`src/rtl/wdog_pkg.sv`:
```
/*
  constants, types and helpers shared by the dual watchdog block and its
  module 4 compare unit.
  assumes: core clock at 125 MHz, which also serves as the oscillator period
  for the reset pulse width; the special-function register bus is 8 bits wide.
*/
package wdog_pkg;

  // special-function register addresses
  localparam logic [7:0] ADDR_SERVICE_KEY  = 8'hA6;
  localparam logic [7:0] ADDR_ARRAY_MODE   = 8'hC1;
  localparam logic [7:0] ADDR_MODULE4_MODE = 8'hC2;
  localparam logic [7:0] ADDR_CMP_LOW      = 8'hC3;
  localparam logic [7:0] ADDR_CMP_HIGH     = 8'hC4;
  localparam logic [7:0] ADDR_TIMER_LOW    = 8'hC5;
  localparam logic [7:0] ADDR_TIMER_HIGH   = 8'hC6;
  localparam logic [7:0] ADDR_MODULE4_FLAG = 8'hC7;

  // array mode register: watchdog arm bit
  localparam logic [7:0] ARRAY_WDOG_ARM_MASK = 8'h40;

  // module 4 mode register field positions
  localparam int M_ECOM = 6;
  localparam int M_CAPP = 5;
  localparam int M_CAPN = 4;
  localparam int M_MAT  = 3;
  localparam int M_TOG  = 2;
  localparam int M_PWM  = 1;
  localparam int M_ECCF = 0;

  // values after reset
  localparam logic [7:0]  ARRAY_MODE_RST   = 8'h00;
  localparam logic [6:0]  MODULE4_MODE_RST = 7'h00;
  localparam logic [15:0] CMP_RST          = 16'h0000;
  localparam logic [15:0] TIMER_RST        = 16'h0000;
  localparam logic [13:0] WD_COUNT_RST     = 14'h0000;
  localparam logic [7:0]  RDATA_RST        = 8'h00;

  // dedicated watchdog key pair and terminal count
  localparam logic [7:0]  KEY_FIRST  = 8'h1E;
  localparam logic [7:0]  KEY_SECOND = 8'hE1;
  localparam logic [13:0] WD_TOP     = 14'h3FFF;

  // reset pulse: 98 oscillator periods
  localparam int CLK_PERIOD_PS    = 8000;
  localparam int T_OSC_PS         = 8000;
  localparam int RST_PULSE_PERIODS = 98;
  localparam int RST_PULSE_PS     = RST_PULSE_PERIODS * T_OSC_PS;
  localparam logic [7:0] RST_PULSE_CYCLES =
    8'((RST_PULSE_PS + CLK_PERIOD_PS - 1) / CLK_PERIOD_PS);

  typedef enum logic {WD_OFF, WD_ON} wd_state_t;

  // module 4 set up as a compare unit that may act as array watchdog
  function automatic logic mode_is_watchdog(input logic [6:0] m);
    return m[M_ECOM] & m[M_MAT] & ~m[M_CAPP] & ~m[M_CAPN] & ~m[M_PWM];
  endfunction

endpackage

```
`src/rtl/dual_watchdog_reset_logic.sv`:
```
/*
  dual watchdog reset logic: counter array timer with module 4 (compare,
  capture, pwm or array watchdog) and a dedicated 14-bit machine-cycle
  watchdog that pulses the reset pin on overflow.
  assumes: the core drives the special-function register strobes on I_CLK;
  I_MACHINE_CYCLE and I_TIMER_TICK are one-cycle strobes from the same clock;
  I_CAPTURE_PIN is an asynchronous pin; chip reset arrives on I_SRST.
*/
`timescale 1ns/1ps

// Function
// - module 4 alone offers the watchdog, and keeps its compare and capture modes.
// - armed array watchdog raises internal reset when timer equals 16-bit compare value.
// - array watchdog internal reset never drives the reset pin.
// - arming needs module 4 in compare mode and mode bit 40H set.
// - clearing the arm bit blocks match resets; setting again re-enables them.
// - dedicated watchdog holds a 14-bit counter and one service key register.
// - after any reset the dedicated watchdog is off and its counter frozen.
// - writing 01EH then 0E1H to key register 0A6H arms the watchdog.
// - armed counter increments once every machine cycle.
// - software cannot disarm; only hardware or overflow reset does.
// - counter reaching 3FFFH overflows and resets the device.
// - each completed key pair restarts the armed count.
// - key register is write-only; counter is neither readable nor writable.
// - overflow drives a reset pin pulse lasting 98 oscillator periods.
module dual_watchdog_reset_logic (
  input  wire logic       I_CLK,
  input  wire logic       I_SRST,
  input  wire logic       I_CE,
  input  wire logic       I_MACHINE_CYCLE,
  input  wire logic       I_TIMER_TICK,
  input  wire logic       I_CAPTURE_PIN,
  input  wire logic [7:0] I_SFR_ADDR,
  input  wire logic [7:0] I_SFR_WDATA,
  input  wire logic       I_SFR_WE,
  input  wire logic       I_SFR_RE,
  output logic      [7:0] O_SFR_RDATA,
  output logic            O_INTERNAL_RESET,
  output logic            O_RST_PIN_OUT,
  output logic            O_RST_PIN_OE,
  output logic            O_MODULE4_FLAG,
  output logic            O_HSO_OUT,
  output logic            O_PWM_OUT
);

  typedef struct packed {
    wdog_pkg::wd_state_t wd_state;
    logic                key_half;
    logic [13:0]         wd_count;
    logic [7:0]          rst_cnt;
    logic                rst_out;
    logic                int_rst;
    logic [15:0]         timer;
    logic                tick_d;
    logic [7:0]          arr_mode;
    logic [6:0]          m4_mode;
    logic [15:0]         cmp;
    logic                flag;
    logic [7:0]          rdata;
    logic                pin_s0;
    logic                pin_s1;
  } top_state_t;

  localparam top_state_t TOP_RST = '{
    wd_state: wdog_pkg::WD_OFF,
    key_half: 1'b0,
    wd_count: wdog_pkg::WD_COUNT_RST,
    rst_cnt:  8'h00,
    rst_out:  1'b0,
    int_rst:  1'b0,
    timer:    wdog_pkg::TIMER_RST,
    tick_d:   1'b0,
    arr_mode: wdog_pkg::ARRAY_MODE_RST,
    m4_mode:  wdog_pkg::MODULE4_MODE_RST,
    cmp:      wdog_pkg::CMP_RST,
    flag:     1'b0,
    rdata:    wdog_pkg::RDATA_RST,
    pin_s0:   1'b0,
    pin_s1:   1'b0
  };

  top_state_t  st_ff;
  top_state_t  nxt_st;

  logic        m4_match;
  logic        m4_cap_load;
  logic [15:0] m4_cap_val;
  logic        m4_hso;
  logic        m4_pwm;
  logic        m4_pwm_reload;

  logic        key_wr;
  logic        key_restart;
  logic        arr_armed;
  logic        wd_overflow;

  module4_compare_unit u_module4 (
    .i_clk        (I_CLK),
    .i_srst       (I_SRST),
    .i_ce         (I_CE),
    .i_mode       (st_ff.m4_mode),
    .i_cmp        (st_ff.cmp),
    .i_timer      (st_ff.timer),
    .i_eval       (st_ff.tick_d),
    .i_pin        (st_ff.pin_s1),
    .o_match      (m4_match),
    .o_cap_load   (m4_cap_load),
    .o_cap_val    (m4_cap_val),
    .o_hso        (m4_hso),
    .o_pwm        (m4_pwm),
    .o_pwm_reload (m4_pwm_reload)
  );

  assign key_wr      = I_SFR_WE && (I_SFR_ADDR == wdog_pkg::ADDR_SERVICE_KEY);
  assign key_restart = key_wr && st_ff.key_half && (I_SFR_WDATA == wdog_pkg::KEY_SECOND);
  assign arr_armed   = |(st_ff.arr_mode & wdog_pkg::ARRAY_WDOG_ARM_MASK);
  assign wd_overflow = (st_ff.wd_state == wdog_pkg::WD_ON) && !key_restart &&
                       I_MACHINE_CYCLE && (st_ff.wd_count == wdog_pkg::WD_TOP - 14'h0001);

  always_comb begin
    nxt_st = st_ff;
    if (I_CE) begin
      nxt_st.pin_s0  = I_CAPTURE_PIN;
      nxt_st.pin_s1  = st_ff.pin_s0;
      nxt_st.tick_d  = I_TIMER_TICK;
      nxt_st.int_rst = 1'b0;

      if (I_TIMER_TICK) begin
        nxt_st.timer = st_ff.timer + 16'h0001;
      end
      if (m4_cap_load) begin
        nxt_st.cmp = m4_cap_val;
      end
      if (m4_pwm_reload) begin
        nxt_st.cmp[7:0] = st_ff.cmp[15:8];
      end

      // a software write to the timer or compare wins over hardware updates
      if (I_SFR_WE) begin
        if (I_SFR_ADDR == wdog_pkg::ADDR_ARRAY_MODE) begin
          nxt_st.arr_mode = I_SFR_WDATA;
        end else if (I_SFR_ADDR == wdog_pkg::ADDR_MODULE4_MODE) begin
          nxt_st.m4_mode = I_SFR_WDATA[6:0];
        end else if (I_SFR_ADDR == wdog_pkg::ADDR_CMP_LOW) begin
          nxt_st.cmp[7:0] = I_SFR_WDATA;
        end else if (I_SFR_ADDR == wdog_pkg::ADDR_CMP_HIGH) begin
          nxt_st.cmp[15:8] = I_SFR_WDATA;
        end else if (I_SFR_ADDR == wdog_pkg::ADDR_TIMER_LOW) begin
          nxt_st.timer[7:0] = I_SFR_WDATA;
        end else if (I_SFR_ADDR == wdog_pkg::ADDR_TIMER_HIGH) begin
          nxt_st.timer[15:8] = I_SFR_WDATA;
        end else if (I_SFR_ADDR == wdog_pkg::ADDR_MODULE4_FLAG) begin
          if (!I_SFR_WDATA[0]) begin
            nxt_st.flag = 1'b0;
          end
        end
      end
      // set after the clear so a same-cycle event is kept
      if (m4_match || m4_cap_load) begin
        nxt_st.flag = 1'b1;
      end

      // array watchdog: internal reset only, the pin stays untouched
      if (m4_match && arr_armed && wdog_pkg::mode_is_watchdog(st_ff.m4_mode)) begin
        nxt_st.int_rst = 1'b1;
      end

      if (key_wr) begin
        nxt_st.key_half = (I_SFR_WDATA == wdog_pkg::KEY_FIRST);
      end

      if (st_ff.rst_out) begin
        if (st_ff.rst_cnt == 8'h01) begin
          nxt_st.rst_out = 1'b0;
          nxt_st.rst_cnt = 8'h00;
        end else begin
          nxt_st.rst_cnt = st_ff.rst_cnt - 8'h01;
        end
      end

      case (st_ff.wd_state)
        wdog_pkg::WD_OFF: begin
          nxt_st.wd_count = wdog_pkg::WD_COUNT_RST;
          if (key_restart) begin
            nxt_st.wd_state = wdog_pkg::WD_ON;
          end
        end
        wdog_pkg::WD_ON: begin
          // no path back to off except overflow or chip reset
          if (key_restart) begin
            nxt_st.wd_count = wdog_pkg::WD_COUNT_RST;
          end else if (wd_overflow) begin
            nxt_st.wd_state = wdog_pkg::WD_OFF;
            nxt_st.wd_count = wdog_pkg::WD_COUNT_RST;
            nxt_st.rst_out  = 1'b1;
            nxt_st.rst_cnt  = wdog_pkg::RST_PULSE_CYCLES;
          end else if (I_MACHINE_CYCLE) begin
            nxt_st.wd_count = st_ff.wd_count + 14'h0001;
          end
        end
        default: begin
          nxt_st.wd_state = wdog_pkg::WD_OFF;
        end
      endcase

      // the key register and the watchdog counter read back as zero
      if (I_SFR_RE) begin
        if (I_SFR_ADDR == wdog_pkg::ADDR_ARRAY_MODE) begin
          nxt_st.rdata = st_ff.arr_mode;
        end else if (I_SFR_ADDR == wdog_pkg::ADDR_MODULE4_MODE) begin
          nxt_st.rdata = {1'b0, st_ff.m4_mode};
        end else if (I_SFR_ADDR == wdog_pkg::ADDR_CMP_LOW) begin
          nxt_st.rdata = st_ff.cmp[7:0];
        end else if (I_SFR_ADDR == wdog_pkg::ADDR_CMP_HIGH) begin
          nxt_st.rdata = st_ff.cmp[15:8];
        end else if (I_SFR_ADDR == wdog_pkg::ADDR_TIMER_LOW) begin
          nxt_st.rdata = st_ff.timer[7:0];
        end else if (I_SFR_ADDR == wdog_pkg::ADDR_TIMER_HIGH) begin
          nxt_st.rdata = st_ff.timer[15:8];
        end else if (I_SFR_ADDR == wdog_pkg::ADDR_MODULE4_FLAG) begin
          nxt_st.rdata = {7'h00, st_ff.flag};
        end else begin
          nxt_st.rdata = 8'h00;
        end
      end
    end
  end

  always_ff @(posedge I_CLK) begin
    if (I_SRST) begin
      st_ff <= TOP_RST;
    end else begin
      st_ff <= nxt_st;
    end
  end

  assign O_SFR_RDATA      = st_ff.rdata;
  assign O_INTERNAL_RESET = st_ff.int_rst;
  assign O_RST_PIN_OUT    = st_ff.rst_out;
  assign O_RST_PIN_OE     = st_ff.rst_out;
  assign O_MODULE4_FLAG   = st_ff.flag;
  assign O_HSO_OUT        = m4_hso;
  assign O_PWM_OUT        = m4_pwm;

  // helper: running length of the current reset pin pulse, in enabled cycles, cleared one enabled cycle after the pin falls
  logic [7:0] pulse_len_ff;
  always_ff @(posedge I_CLK) begin
    if (I_SRST) begin
      pulse_len_ff <= 8'h00;
    end else if (I_CE) begin
      if (!st_ff.rst_out) begin
        pulse_len_ff <= 8'h00;
      end else begin
        pulse_len_ff <= pulse_len_ff + 8'h01;
      end
    end
  end
endmodule

```
`src/rtl/module4_compare_unit.sv`:
```
/*
  compare/capture unit of counter array module 4: software timer, high speed
  output, positive/negative edge capture and 8-bit pwm.
  assumes: i_pin already synchronised; i_eval pulses the cycle after the
  array timer has advanced; the owner writes back captured values.
*/
`timescale 1ns/1ps

module module4_compare_unit (
  input  wire logic        i_clk,
  input  wire logic        i_srst,
  input  wire logic        i_ce,
  input  wire logic [6:0]  i_mode,
  input  wire logic [15:0] i_cmp,
  input  wire logic [15:0] i_timer,
  input  wire logic        i_eval,
  input  wire logic        i_pin,
  output logic             o_match,
  output logic             o_cap_load,
  output logic [15:0]      o_cap_val,
  output logic             o_hso,
  output logic             o_pwm,
  output logic             o_pwm_reload
);

  typedef struct packed {
    logic        pin_prev;
    logic        match;
    logic        cap_load;
    logic [15:0] cap_val;
    logic        hso;
    logic        pwm;
    logic        pwm_reload;
  } unit_state_t;

  localparam unit_state_t UNIT_RST = '0;

  unit_state_t st_ff;
  unit_state_t nxt_st;

  always_comb begin
    nxt_st = st_ff;
    if (i_ce) begin
      nxt_st.pin_prev   = i_pin;
      nxt_st.match      = 1'b0;
      nxt_st.cap_load   = 1'b0;
      nxt_st.pwm_reload = 1'b0;
      // compare only once per timer step so a stalled timer cannot re-fire
      if (i_mode[wdog_pkg::M_ECOM] && i_mode[wdog_pkg::M_MAT] && !i_mode[wdog_pkg::M_PWM]
          && i_eval && (i_timer == i_cmp)) begin
        nxt_st.match = 1'b1;
        if (i_mode[wdog_pkg::M_TOG]) begin
          nxt_st.hso = ~st_ff.hso;
        end
      end
      if ((i_mode[wdog_pkg::M_CAPP] && i_pin && !st_ff.pin_prev) ||
          (i_mode[wdog_pkg::M_CAPN] && !i_pin && st_ff.pin_prev)) begin
        nxt_st.cap_load = 1'b1;
        nxt_st.cap_val  = i_timer;
      end
      if (i_mode[wdog_pkg::M_ECOM] && i_mode[wdog_pkg::M_PWM]) begin
        nxt_st.pwm = (i_timer[7:0] >= i_cmp[7:0]);
        if (i_eval && (i_timer[7:0] == 8'h00)) begin
          nxt_st.pwm_reload = 1'b1;
        end
      end
    end
  end

  always_ff @(posedge i_clk) begin
    if (i_srst) begin
      st_ff <= UNIT_RST;
    end else begin
      st_ff <= nxt_st;
    end
  end

  assign o_match      = st_ff.match;
  assign o_cap_load   = st_ff.cap_load;
  assign o_cap_val    = st_ff.cap_val;
  assign o_hso        = st_ff.hso;
  assign o_pwm        = st_ff.pwm;
  assign o_pwm_reload = st_ff.pwm_reload;
endmodule

```
`config.mk`:
```
export PLATFORM = sky130hd
export DESIGN_NAME = dual_watchdog_reset_logic
export DESIGN_NICKNAME = d
export VERILOG_FILES = /design/src/rtl/wdog_pkg.sv /design/src/rtl/dual_watchdog_reset_logic.sv /design/src/rtl/module4_compare_unit.sv
export SDC_FILE = /design/constraint.sdc
export NUM_CORES = 1
export LEC_CHECK = 0
export ABC_AREA = 1
export BUFFER_PORTS_ARGS = -buffer_cell sky130_fd_sc_hd__buf_2
export CORE_UTILIZATION = 40
export DETAILED_ROUTE_END_ITERATION = 12
export MAX_ROUTING_LAYER = met4
export SLEW_MARGIN = 5
export SYNTH_ARGS = -nofsm -noshare
export SYNTH_HDL_FRONTEND = slang
export SYNTH_SLANG_ARGS = --single-unit
```
`constraint.sdc`:
```
create_clock -name I_CLK -period 4.4 [get_ports I_CLK]
set_input_delay 0 -clock I_CLK [delete_from_list [all_inputs] [get_ports I_CLK]]
set_output_delay 0 -clock I_CLK [all_outputs]
set_load 0.005 [all_outputs]
```
==> Yosys cells after proc, flatten, opt, wreduce, memory -nomap -nowiden <==
Cells that the tools add are included.
{ "totals": {"register_bits": 107, "latch_bits": 0, "ram_bits": 0, "romBits": 0, "inputBits": 24, "out_inout_bits": 14, "wordCells": 143, "mem_count": 0} }
{ "classes": {"n_addsub": 3, "multipliers": 0, "div_mod_pow": 0, "n_lt_le_gt_ge": 1, "n_eq_ne": 21, "shift": 0, "mux": 50, "bitwise": 10, "n_reduce_logical": 36} }
{ "ops": {"columns": ["cell", "n"], "rows": [
  ["two-way mux 16 bit", 7],
  ["two-way mux 8 bit", 14],
  ["== test 8 bit, second input constant", 9],
  ["two-way mux 17 bit", 4],
  ["two-way mux 14 bit", 3],
  ["two-way mux 9 bit", 4],
  ["case mux 14 bit (2 select lines)", 1],
  ["logical AND 1 bit", 18],
  ["adder 16 x 1 -> 16 bit, second input constant", 1],
  ["== test 16 bit", 1],
  ["two-way mux 1 bit", 16],
  ["adder 14 x 1 -> 14 bit, second input constant", 1],
  ["== test 14 bit, second input constant", 1],
  ["inequality test 2 x 1 -> 1 bit, second input constant", 7],
  ["AND reduction 10 bit", 1],
  ["AND reduction 2 bit", 5],
  ["== test 8 x 1 -> 1 bit, second input constant", 1],
  ["== test 8 x 5 -> 1 bit, second input constant", 1],
  [">= comparator 8 bit", 1],
  ["zero test 8 bit", 1],
  ["subtractor 8 x 1 -> 8 bit, second input constant", 1],
  ["inverter 1 bit", 6],
  ["AND reduction 3 bit", 2],
  ["bitwise AND 1 bit", 4],
  ["6 further kinds", 11]
]} }

==> Logic depth before layout (Yosys ltp) <==
Gate-level depths: netlist (run 1).
{ "depth": {"word_depth": 11, "depth_mapped": 13, "depth_no_buf": 12} }

==> By module <==
Synthesis (run 1) repeated with hierarchy kept, for this count alone.
{ "hier_totals": {"cells_unflattened": 1041, "hier_area_um2": 6605.1} }
{ "modules_own_cells": {"columns": ["module", "n_inst", "cells_per_inst", "area_per_inst_um2", "seq_area_each_um2"], "rows": [
  ["dual_watchdog_reset_logic", 1, 828, 5156.2, 1701.6],
  ["module4_compare_unit", 1, 213, 1448.9, 440.4]
]} }

==> Least setup slack after synthesis (run 1) <==
OpenSTA, ideal clock, no wires.
{ "synth_path": {"kind": "register -> register", "start": "register st_ff[18] in the netlist's numbering", "end": "register u_module4.st_ff (netlist bit u_module4.o_hso)", "setup_ns": 0.115, "arrival_time_ns": 1.402, "required_time_ns": 4.285, "slack_ns": 2.883, "path_stages_with_launch": 12, "path_buffers": 0, "synth_period_minus_slack_ns": 1.517, "path_cell_list": "dfxtp_1 -> inv_1 -> ha_1 -> nand2_1 -> inv_1 -> nand3_1 -> nor3_1 -> nand3_1 -> nor2_1 -> nand3_1 -> nand2_1 -> nor2_1"} }
{ "synth_between": {"elab_chain_cells": 3} }
{ "synth_lines": {"columns": ["element", "line", "text"], "rows": [
  ["start, declared", "dual_watchdog_reset_logic.sv:82", "top_state_t st_ff;"],
  ["start signal, assigned", "dual_watchdog_reset_logic.sv:233", "st_ff <= nxt_st;"],
  ["== test 16 bit", "module4_compare_unit.sv:50", "&& i_eval && (i_timer == i_cmp)) begin"],
  ["logical AND 1 bit", "module4_compare_unit.sv:50", null],
  ["AND reduction 3 bit (no line)", null, null],
  ["end signal, assigned", "module4_compare_unit.sv:74", "st_ff <= nxt_st;"],
  ["end, declared", "module4_compare_unit.sv:38", "unit_state_t st_ff;"]
]} }
Every way passes these cells.
A chain may end at the register's enable or synchronous reset.

==> Worst setup path after layout (run 1) <==
{ "layout_path": {"start": "register u_module4.st_ff (netlist bit u_module4.o_cap_load)", "end": "register st_ff[12] in the netlist's numbering"} }
{ "layout_between": {"elab_chain_cells": 6} }
{ "layout_lines": {"columns": ["element", "line", "text"], "rows": [
  ["two-way mux 16 bit *", "dual_watchdog_reset_logic.sv:131", "if (m4_cap_load) begin"],
  ["two-way mux 8 bit *", "dual_watchdog_reset_logic.sv:134", "if (m4_pwm_reload) begin"],
  ["two-way mux 8 bit", "dual_watchdog_reset_logic.sv:144", "end else if (I_SFR_ADDR == wdog_pkg::ADDR_CMP_LOW) begin"],
  ["two-way mux 17 bit", "dual_watchdog_reset_logic.sv:142", "end else if (I_SFR_ADDR == wdog_pkg::ADDR_MODULE4_MODE) begin"],
  ["two-way mux 17 bit", "dual_watchdog_reset_logic.sv:140", "if (I_SFR_ADDR == wdog_pkg::ADDR_ARRAY_MODE) begin"],
  ["two-way mux 17 bit *", "dual_watchdog_reset_logic.sv:139", "if (I_SFR_WE) begin"]
]} }
Mark *: on every way between the ends. The rest lies on a longest branch, timed or not. The select of a mux whose other input is x is not followed.

==> out/results.ini, run 1 <==
[worst_setup_path]
crit_path_max_fanout=32
crit_top_cell=o21ai_0
r2r_start=u_module4.o_cap_load$_SDFFE_PP0P_
slowest_delay_ns=1.05
reg2reg_slack_ns=2.43
reg2regPathDepth=5
cp-end-kind=flip-flop
arrival_ns=2.19
r2r_end=st_ff[12]$_SDFFE_PP0P_
worstPathRequired_ns=4.62
slowest_stage=dfxtp_1
start_kind=flip-flop
critical_path_class=flip-flop to flip-flop
path_cells=o21ai_0, o21ai_0, a21oi_1, o21ai_0, a21oi_1

[cts]
clk_pin_slew_ns=0.07
numCtsBuffers=9
cts_sinks=107
ctsHtreeMaxLevel=3
cts_tree=done
cts-resized-gates=0
clk_latency_ns=0.36
cts_max_path_buffers=2
cts_root_buf=clkbuf_16

[yosys]
synthCells=1016
synth_seq_cells=107
syn-num-nets=1054
yosysMostFrequentCell=nand2_1
synth_edf_count=0
avgSynthCellArea_um2=6.27
yosysWarnings=0
syn-cell-area_mm2=0.00637
synth_top_area_share_pct=33.6
ys.flop_type=dfxtp_1
synthArstFlopShare_pct=0
yosysTopAreaCell=dfxtp_1
synth_commonest_cells=253 x nand2_1, 121 x inv_1, 115 x o21ai_0
synth.distinct_cells=39
seq_area_frac_synth_pct=33.6
synthTopCellsByArea=dfxtp_1 34%, nand2_1 15%, o21ai_0 9.0%

[routing]
vias=6360
top_layer=met4
drt-initial-drc-count=550
post_drt_via_cell_ratio=5.17
post_drt_wl_per_cell_um=15.5
antenna_left=0
drc_errors=0
m1WireLength_um=8880
dr_wl_met3_um=1150
wl_met2_um=8520
wl_um=19000
dr.pass1.iters=5

[sta]
relSlewSlack_pct=26.6
maxSlewViolCount=0
fin_worst_skew_ns=0.00924
tightest_slew_ns=1.10
setup_ws_ns=2.43
clock.fmax_mhz=507
setup_viol=0
rsz0062_at_grt=no
finalHoldViolCount=0
min_period_ns=1.97
tns_ns=0
period_share_pct=44.8

[placed_design]
postPlaceCellArea_mm2=0.00661
globalplace.congestion=0.942
numPortBuffers=37
hpwl_um=13600
dp_slack_ns=2.40

[die]
io_pins=38
core_mm2=0.0154
dieArea_mm2=0.0164
std_cell_rows=45
die_x_um=128
dieHeight_um=128
start_util_pct=41.4

[power_and_ir_drop]
power-per-cell-area_mw_per_mm2=283
p_int_uw=1470
clkPwrFrac_pct=42.4
comb_power_share_pct=7.3
seq_power_share_pct=50.3
power.switching_uw=489
cellLeakagePower_uw=0.00264
p_total_uw=1960
p_sw_share_pct=25.0
vdd_drop_max_v=0.000222

[min_path]
min_path_cells=3
worstHoldStart=I_SFR_WDATA[4]
holdPathEnd=st_ff[38]$_SDFFE_PP0P_
hp-class=input pin to flip-flop

[finish]
fill_cells=1667
area_delta_synth_final_pct=8.61
drive_gt1_share_pct=7.65
stdcell_area_mm2=0.00692
antenna_cells=0
regArea_mm2=0.00214
multiInputGateArea_mm2=0.00351
nNetsFinal=1055

[global_routing]
grt-ovfl-total=0
grt_pass1_wl_um=30300
antenna_found_initial=0
grt_max_degree=66
grt_use_total_pct=24.9
grt_pass1_vias=5599

[job]
cap_violations=0

[run_status]
status=finished, final reports clean

-- cell families (layout without fill, tap and decap cells) --
family                   count (synthesis)  after routing  synth area share [%]
multiplexers                             1              1                 0.177
buffers and inverters                  180            184                  11.4
AND/OR/NAND/NOR                        473            473                  31.8
AO/OA/AOI/OAI                          227            227                  18.3
XOR/XNOR                                14             14                  1.93
adder cells (fa/ha/maj)                 14             14                  2.75
flip-flops                             107            107                  33.6
-- worst max path at each step --
stage | to | from | cells after the start
after floorplan | u_module4.o_hso$_SDFFE_PP0P_ | st_ff[18]$_SDFFE_PP0P_ | 11
after global placement | u_module4.o_cap_load$_SDFFE_PP0P_ | I_CE | 9
after detailed placement | u_module4.o_cap_load$_SDFFE_PP0P_ | I_CE | 9
after CTS | st_ff[12]$_SDFFE_PP0P_ | u_module4.o_cap_load$_SDFFE_PP0P_ | 5
after global routing | st_ff[56]$_SDFFE_PP0P_ | st_ff[45]$_SDFFE_PP0P_ | 9
final | st_ff[12]$_SDFFE_PP0P_ | u_module4.o_cap_load$_SDFFE_PP0P_ | 5
-- layout make-up --
cell class                 instances  area share, %
clock inverter                     4          0.742
tap                              211           3.82
sequential                       107           31.0
multi-input combinational        729           50.7
clock buffer                      10           3.46
inverter                         127           6.89
timing repair buffer              43           3.40
-- registers in the layout, indices dropped and copies added (netlist names) --
| signal | cells |
|---|---|
| O_RST_PIN_OE | 1 |
| O_INTERNAL_RESET | 1 |
| O_MODULE4_FLAG | 1 |
| u_module4.o_match | 1 |
| u_module4.o_cap_val | 16 |
| O_SFR_RDATA | 8 |
| st_ff | 73 |
| arr_armed | 1 |
| u_module4.o_pwm | 1 |
| u_module4.o_hso | 1 |
| u_module4.st_ff | 1 |
| u_module4.o_pwm_reload | 1 |
| u_module4.o_cap_load | 1 |
-- worst max-delay path: cells and delay by family, from the launching register on --
kind | cells | cell delay, ns
flops | 1 | 1.05
compound gates | 5 | 0.78
-- metal layers --
metal | track usage [%] | up-vias
li1 | - | 3287
met1 | 32.6 | 2881
met2 | 38.4 | 165
met3 | 4.05 | 27
met4 | 9.07 | 0
met5 | - | -
-- power groups by stage --
stage / registers [µW] / clock network [µW] / logic, µW
floorplan: 1010 / 0 / 90.3
global route: 986 / 881 / 160
detailed placement: 1010 / 0 / 141
global placement: 1010 / 0 / 141
finish: 985 / 829 / 143
CTS: 985 / 850 / 143
-- metrics by stage --
stage / hold WS, ns / utilization (%) / instances
final: 0.0622 / 45.0 / 1231
after global routing: 0.0851 / 45.0 / 1231
after CTS: 0.0570 / 45.0 / 1231
after detailed placement: 0.242 / 43.0 / 1215
after global placement: 0.244 / 43.0 / 1215
after floorplan: 0.135 / - / 1016
-- what timing repair did --
item	in CTS	in global routing
buffers inserted	0	0
hold buffers	2	0
hold endpoints to repair	2	0
endpoints found under the setup margin	0	0
-- cells in the final DEF, fill, tap and decap left out, types with 3 or more instances in the layout --
| cell | instances |
|---|---|
| o211ai_1 | 4 |
| nor2_2 | 3 |
| nor2_1 | 102 |
| buf_4 | 4 |
| xor2_1 | 12 |
| clkbuf_16 | 9 |
| o22ai_1 | 5 |
| a21oi_1 | 96 |
| nor2_4 | 3 |
| nor3_1 | 19 |
| nor4_1 | 4 |
| nand3_1 | 54 |
| nand4_1 | 23 |
| nand2_1 | 253 |
| buf_2 | 37 |
| ha_1 | 14 |
| nand2_2 | 4 |
| o21ai_0 | 115 |
| inv_1 | 120 |
| inv_2 | 5 |
| dfxtp_1 | 107 |
Note: power is estimated with default switching activity, not from simulation.
==> inputs of run 2 (changes only) <==
- clock period: 4.4 -> 1.91 ns (I/O delays scaled with it)
==> out/results.ini, run 2 (synthesis gave the netlist of run 1 again) <==
[sta]
setup_ws_ns=0.206  ; -2.22 ns
tns_ns=0  ; unchanged
fin_worst_skew_ns=0.0100  ; +0.000797 ns
relSlewSlack_pct=61.0  ; +34 points
rsz0062_at_grt=no
maxSlewViolCount=0  ; unchanged
tightest_slew_ns=0.585  ; -0.514 ns
clock.fmax_mhz=587  ; +16%
finalHoldViolCount=0  ; unchanged
period_share_pct=89.2  ; +44 points
setup_viol=0  ; unchanged
min_period_ns=1.70  ; -0.268 ns

[die]
std_cell_rows=45  ; unchanged
die_x_um=128  ; unchanged
dieHeight_um=128  ; unchanged
io_pins=38  ; unchanged
core_mm2=0.0154  ; unchanged
dieArea_mm2=0.0164  ; unchanged
start_util_pct=41.4  ; unchanged

[placed_design]
hpwl_um=14600  ; +7.3%
globalplace.congestion=0.921  ; -2.2%
dp_slack_ns=0.169  ; -2.23 ns
numPortBuffers=37  ; unchanged

[routing]
dr.pass1.iters=8  ; +3
antenna_left=0  ; unchanged
post_drt_wl_per_cell_um=15.9  ; +2.6%
drc_errors=0  ; unchanged
vias=6561  ; +3.2%
wl_um=20100  ; +5.5%
post_drt_via_cell_ratio=5.18  ; +0.31%
drt-initial-drc-count=542  ; -1.5%

[finish]
largest_register_ff_count=73  ; unchanged
final_cell_mix=253 x nand2_1, 120 x inv_1, 115 x o21ai_0
antenna_cells=0  ; unchanged
area_delta_synth_final_pct=12.4
largest-register=st_ff
layout_commonest_cell=nand2_1
drive_gt1_share_pct=10.9  ; +3.3 points
nNetsFinal=1088  ; +3.1%

[worst_setup_path]
slowest_delay_ns=0.47  ; -0.58 ns
crit_path_max_fanout=7  ; -78%
arrival_ns=2.00  ; -0.19 ns
critical_path_class=flip-flop to flip-flop
path_cells=ha_1, nand3_1, nor2_2, nand2_1, or2_2, nand3_1, nand2_1, a21oi_1
worstPathRequired_ns=2.21  ; -2.41 ns
slowest_stage=dfxtp_1
start_kind=flip-flop
cp-end-kind=flip-flop

[global_routing]
grt-ovfl-total=0  ; unchanged
grt_pass1_wl_um=32600  ; +7.4%
antenna_found_initial=0  ; unchanged
grt_pass1_vias=5977  ; +6.8%
grt_max_degree=48  ; -27%
grt_use_total_pct=26.8  ; +1.9 points

[min_path]
hp-class=input pin to flip-flop

[cts]
clk_latency_ns=0.37  ; about the same
ctsHtreeMaxLevel=3  ; unchanged
cts_max_path_buffers=2  ; unchanged
cts_tree=done
cts_root_buf=clkbuf_16
numCtsBuffers=9  ; unchanged
clk_pin_slew_ns=0.08  ; about the same
cts_sinks=107  ; unchanged

[job]
cap_violations=0  ; unchanged

[run_status]
status=finished, final reports clean

[power_and_ir_drop]
power-per-cell-area_mw_per_mm2=622  ; +120%
vdd_drop_max_v=0.000441  ; +99%
cellLeakagePower_uw=0.00279  ; +6.1%

## run 2: worst paths after layout
path | start | to | slack (ns) | depth (start not counted)
worst min-delay path | I_CE | u_module4.st_ff[21]$_SDFFE_PP0P_ | 0.05 | 3
worst max-delay path | st_ff[44]$_SDFFE_PP0P_ | st_ff[51]$_SDFFE_PP0P_ | 0.21 | 8
worst max register to register | st_ff[44]$_SDFFE_PP0P_ | st_ff[51]$_SDFFE_PP0P_ | 0.21 | 8
worst min register to register | u_module4.o_cap_val[11]$_SDFFE_PP0P_ | u_module4.o_cap_val[11]$_SDFFE_PP0P_ | 0.45 | 2
## run 2: stage by stage
stage          cells  instance area (µm²)  total power (µW)  utilization [%]  hold slack (ns)
3_5_place_dp    1248                 6850              2670             44.6            0.233
2_1_floorplan   1016                 6370              2520                -            0.135
3_3_place_gp    1248                 6850              2670             44.6            0.229
4_1_cts         1266                 7150              4480             46.5           0.0346
5_1_grt         1266                 7160              4620             46.6           0.0554
6_report        1266                 7160              4450             46.6           0.0481
## run 2: worst max-delay path: cells and delay by family (launching register included)
kind	cells	cell delay [ns]
and+or+nand+nor	6	0.82
DFF	1	0.47
adders and majority gates	1	0.23
AOI/OAI and AO/OA	1	0.11
## run 2: timing repair
| action | in CTS | in global routing |
|---|---|---|
| endpoints found under the hold margin | 2 | 0 |
| setup buffers | 0 | 0 |
| hold buffers | 2 | 0 |
| gates resized for setup | 0 | 2 |
| setup endpoints to repair | 0 | 2 |
## run 2: final cells by class
| cell class | instances | area, µm² |
|---|---|---|
| clock buffers | 9 | 225 |
| clock inverters | 7 | 51.3 |
| fillers | 1626 | 8210 |
| inverters | 127 | 477 |
| multi-input cells | 729 | 3520 |
| flip-flops and latches | 107 | 2140 |
| well taps | 211 | 264 |
| repair buffers | 76 | 483 |
## run 2: layer usage
layer | share of wire, % | global-route usage (%)
met1 | 47 | 36.3
met2 | 44 | 39.6
met3 | 6.4 | 5.01
met4 | 2.4 | 9.27
met5 | 0 | -
## run 2: where the power goes
part	switching [µW]	total (µW)	internal (µW)
clock	933	1830	896
sequential	16.8	2270	2250
combinational	253	357	104
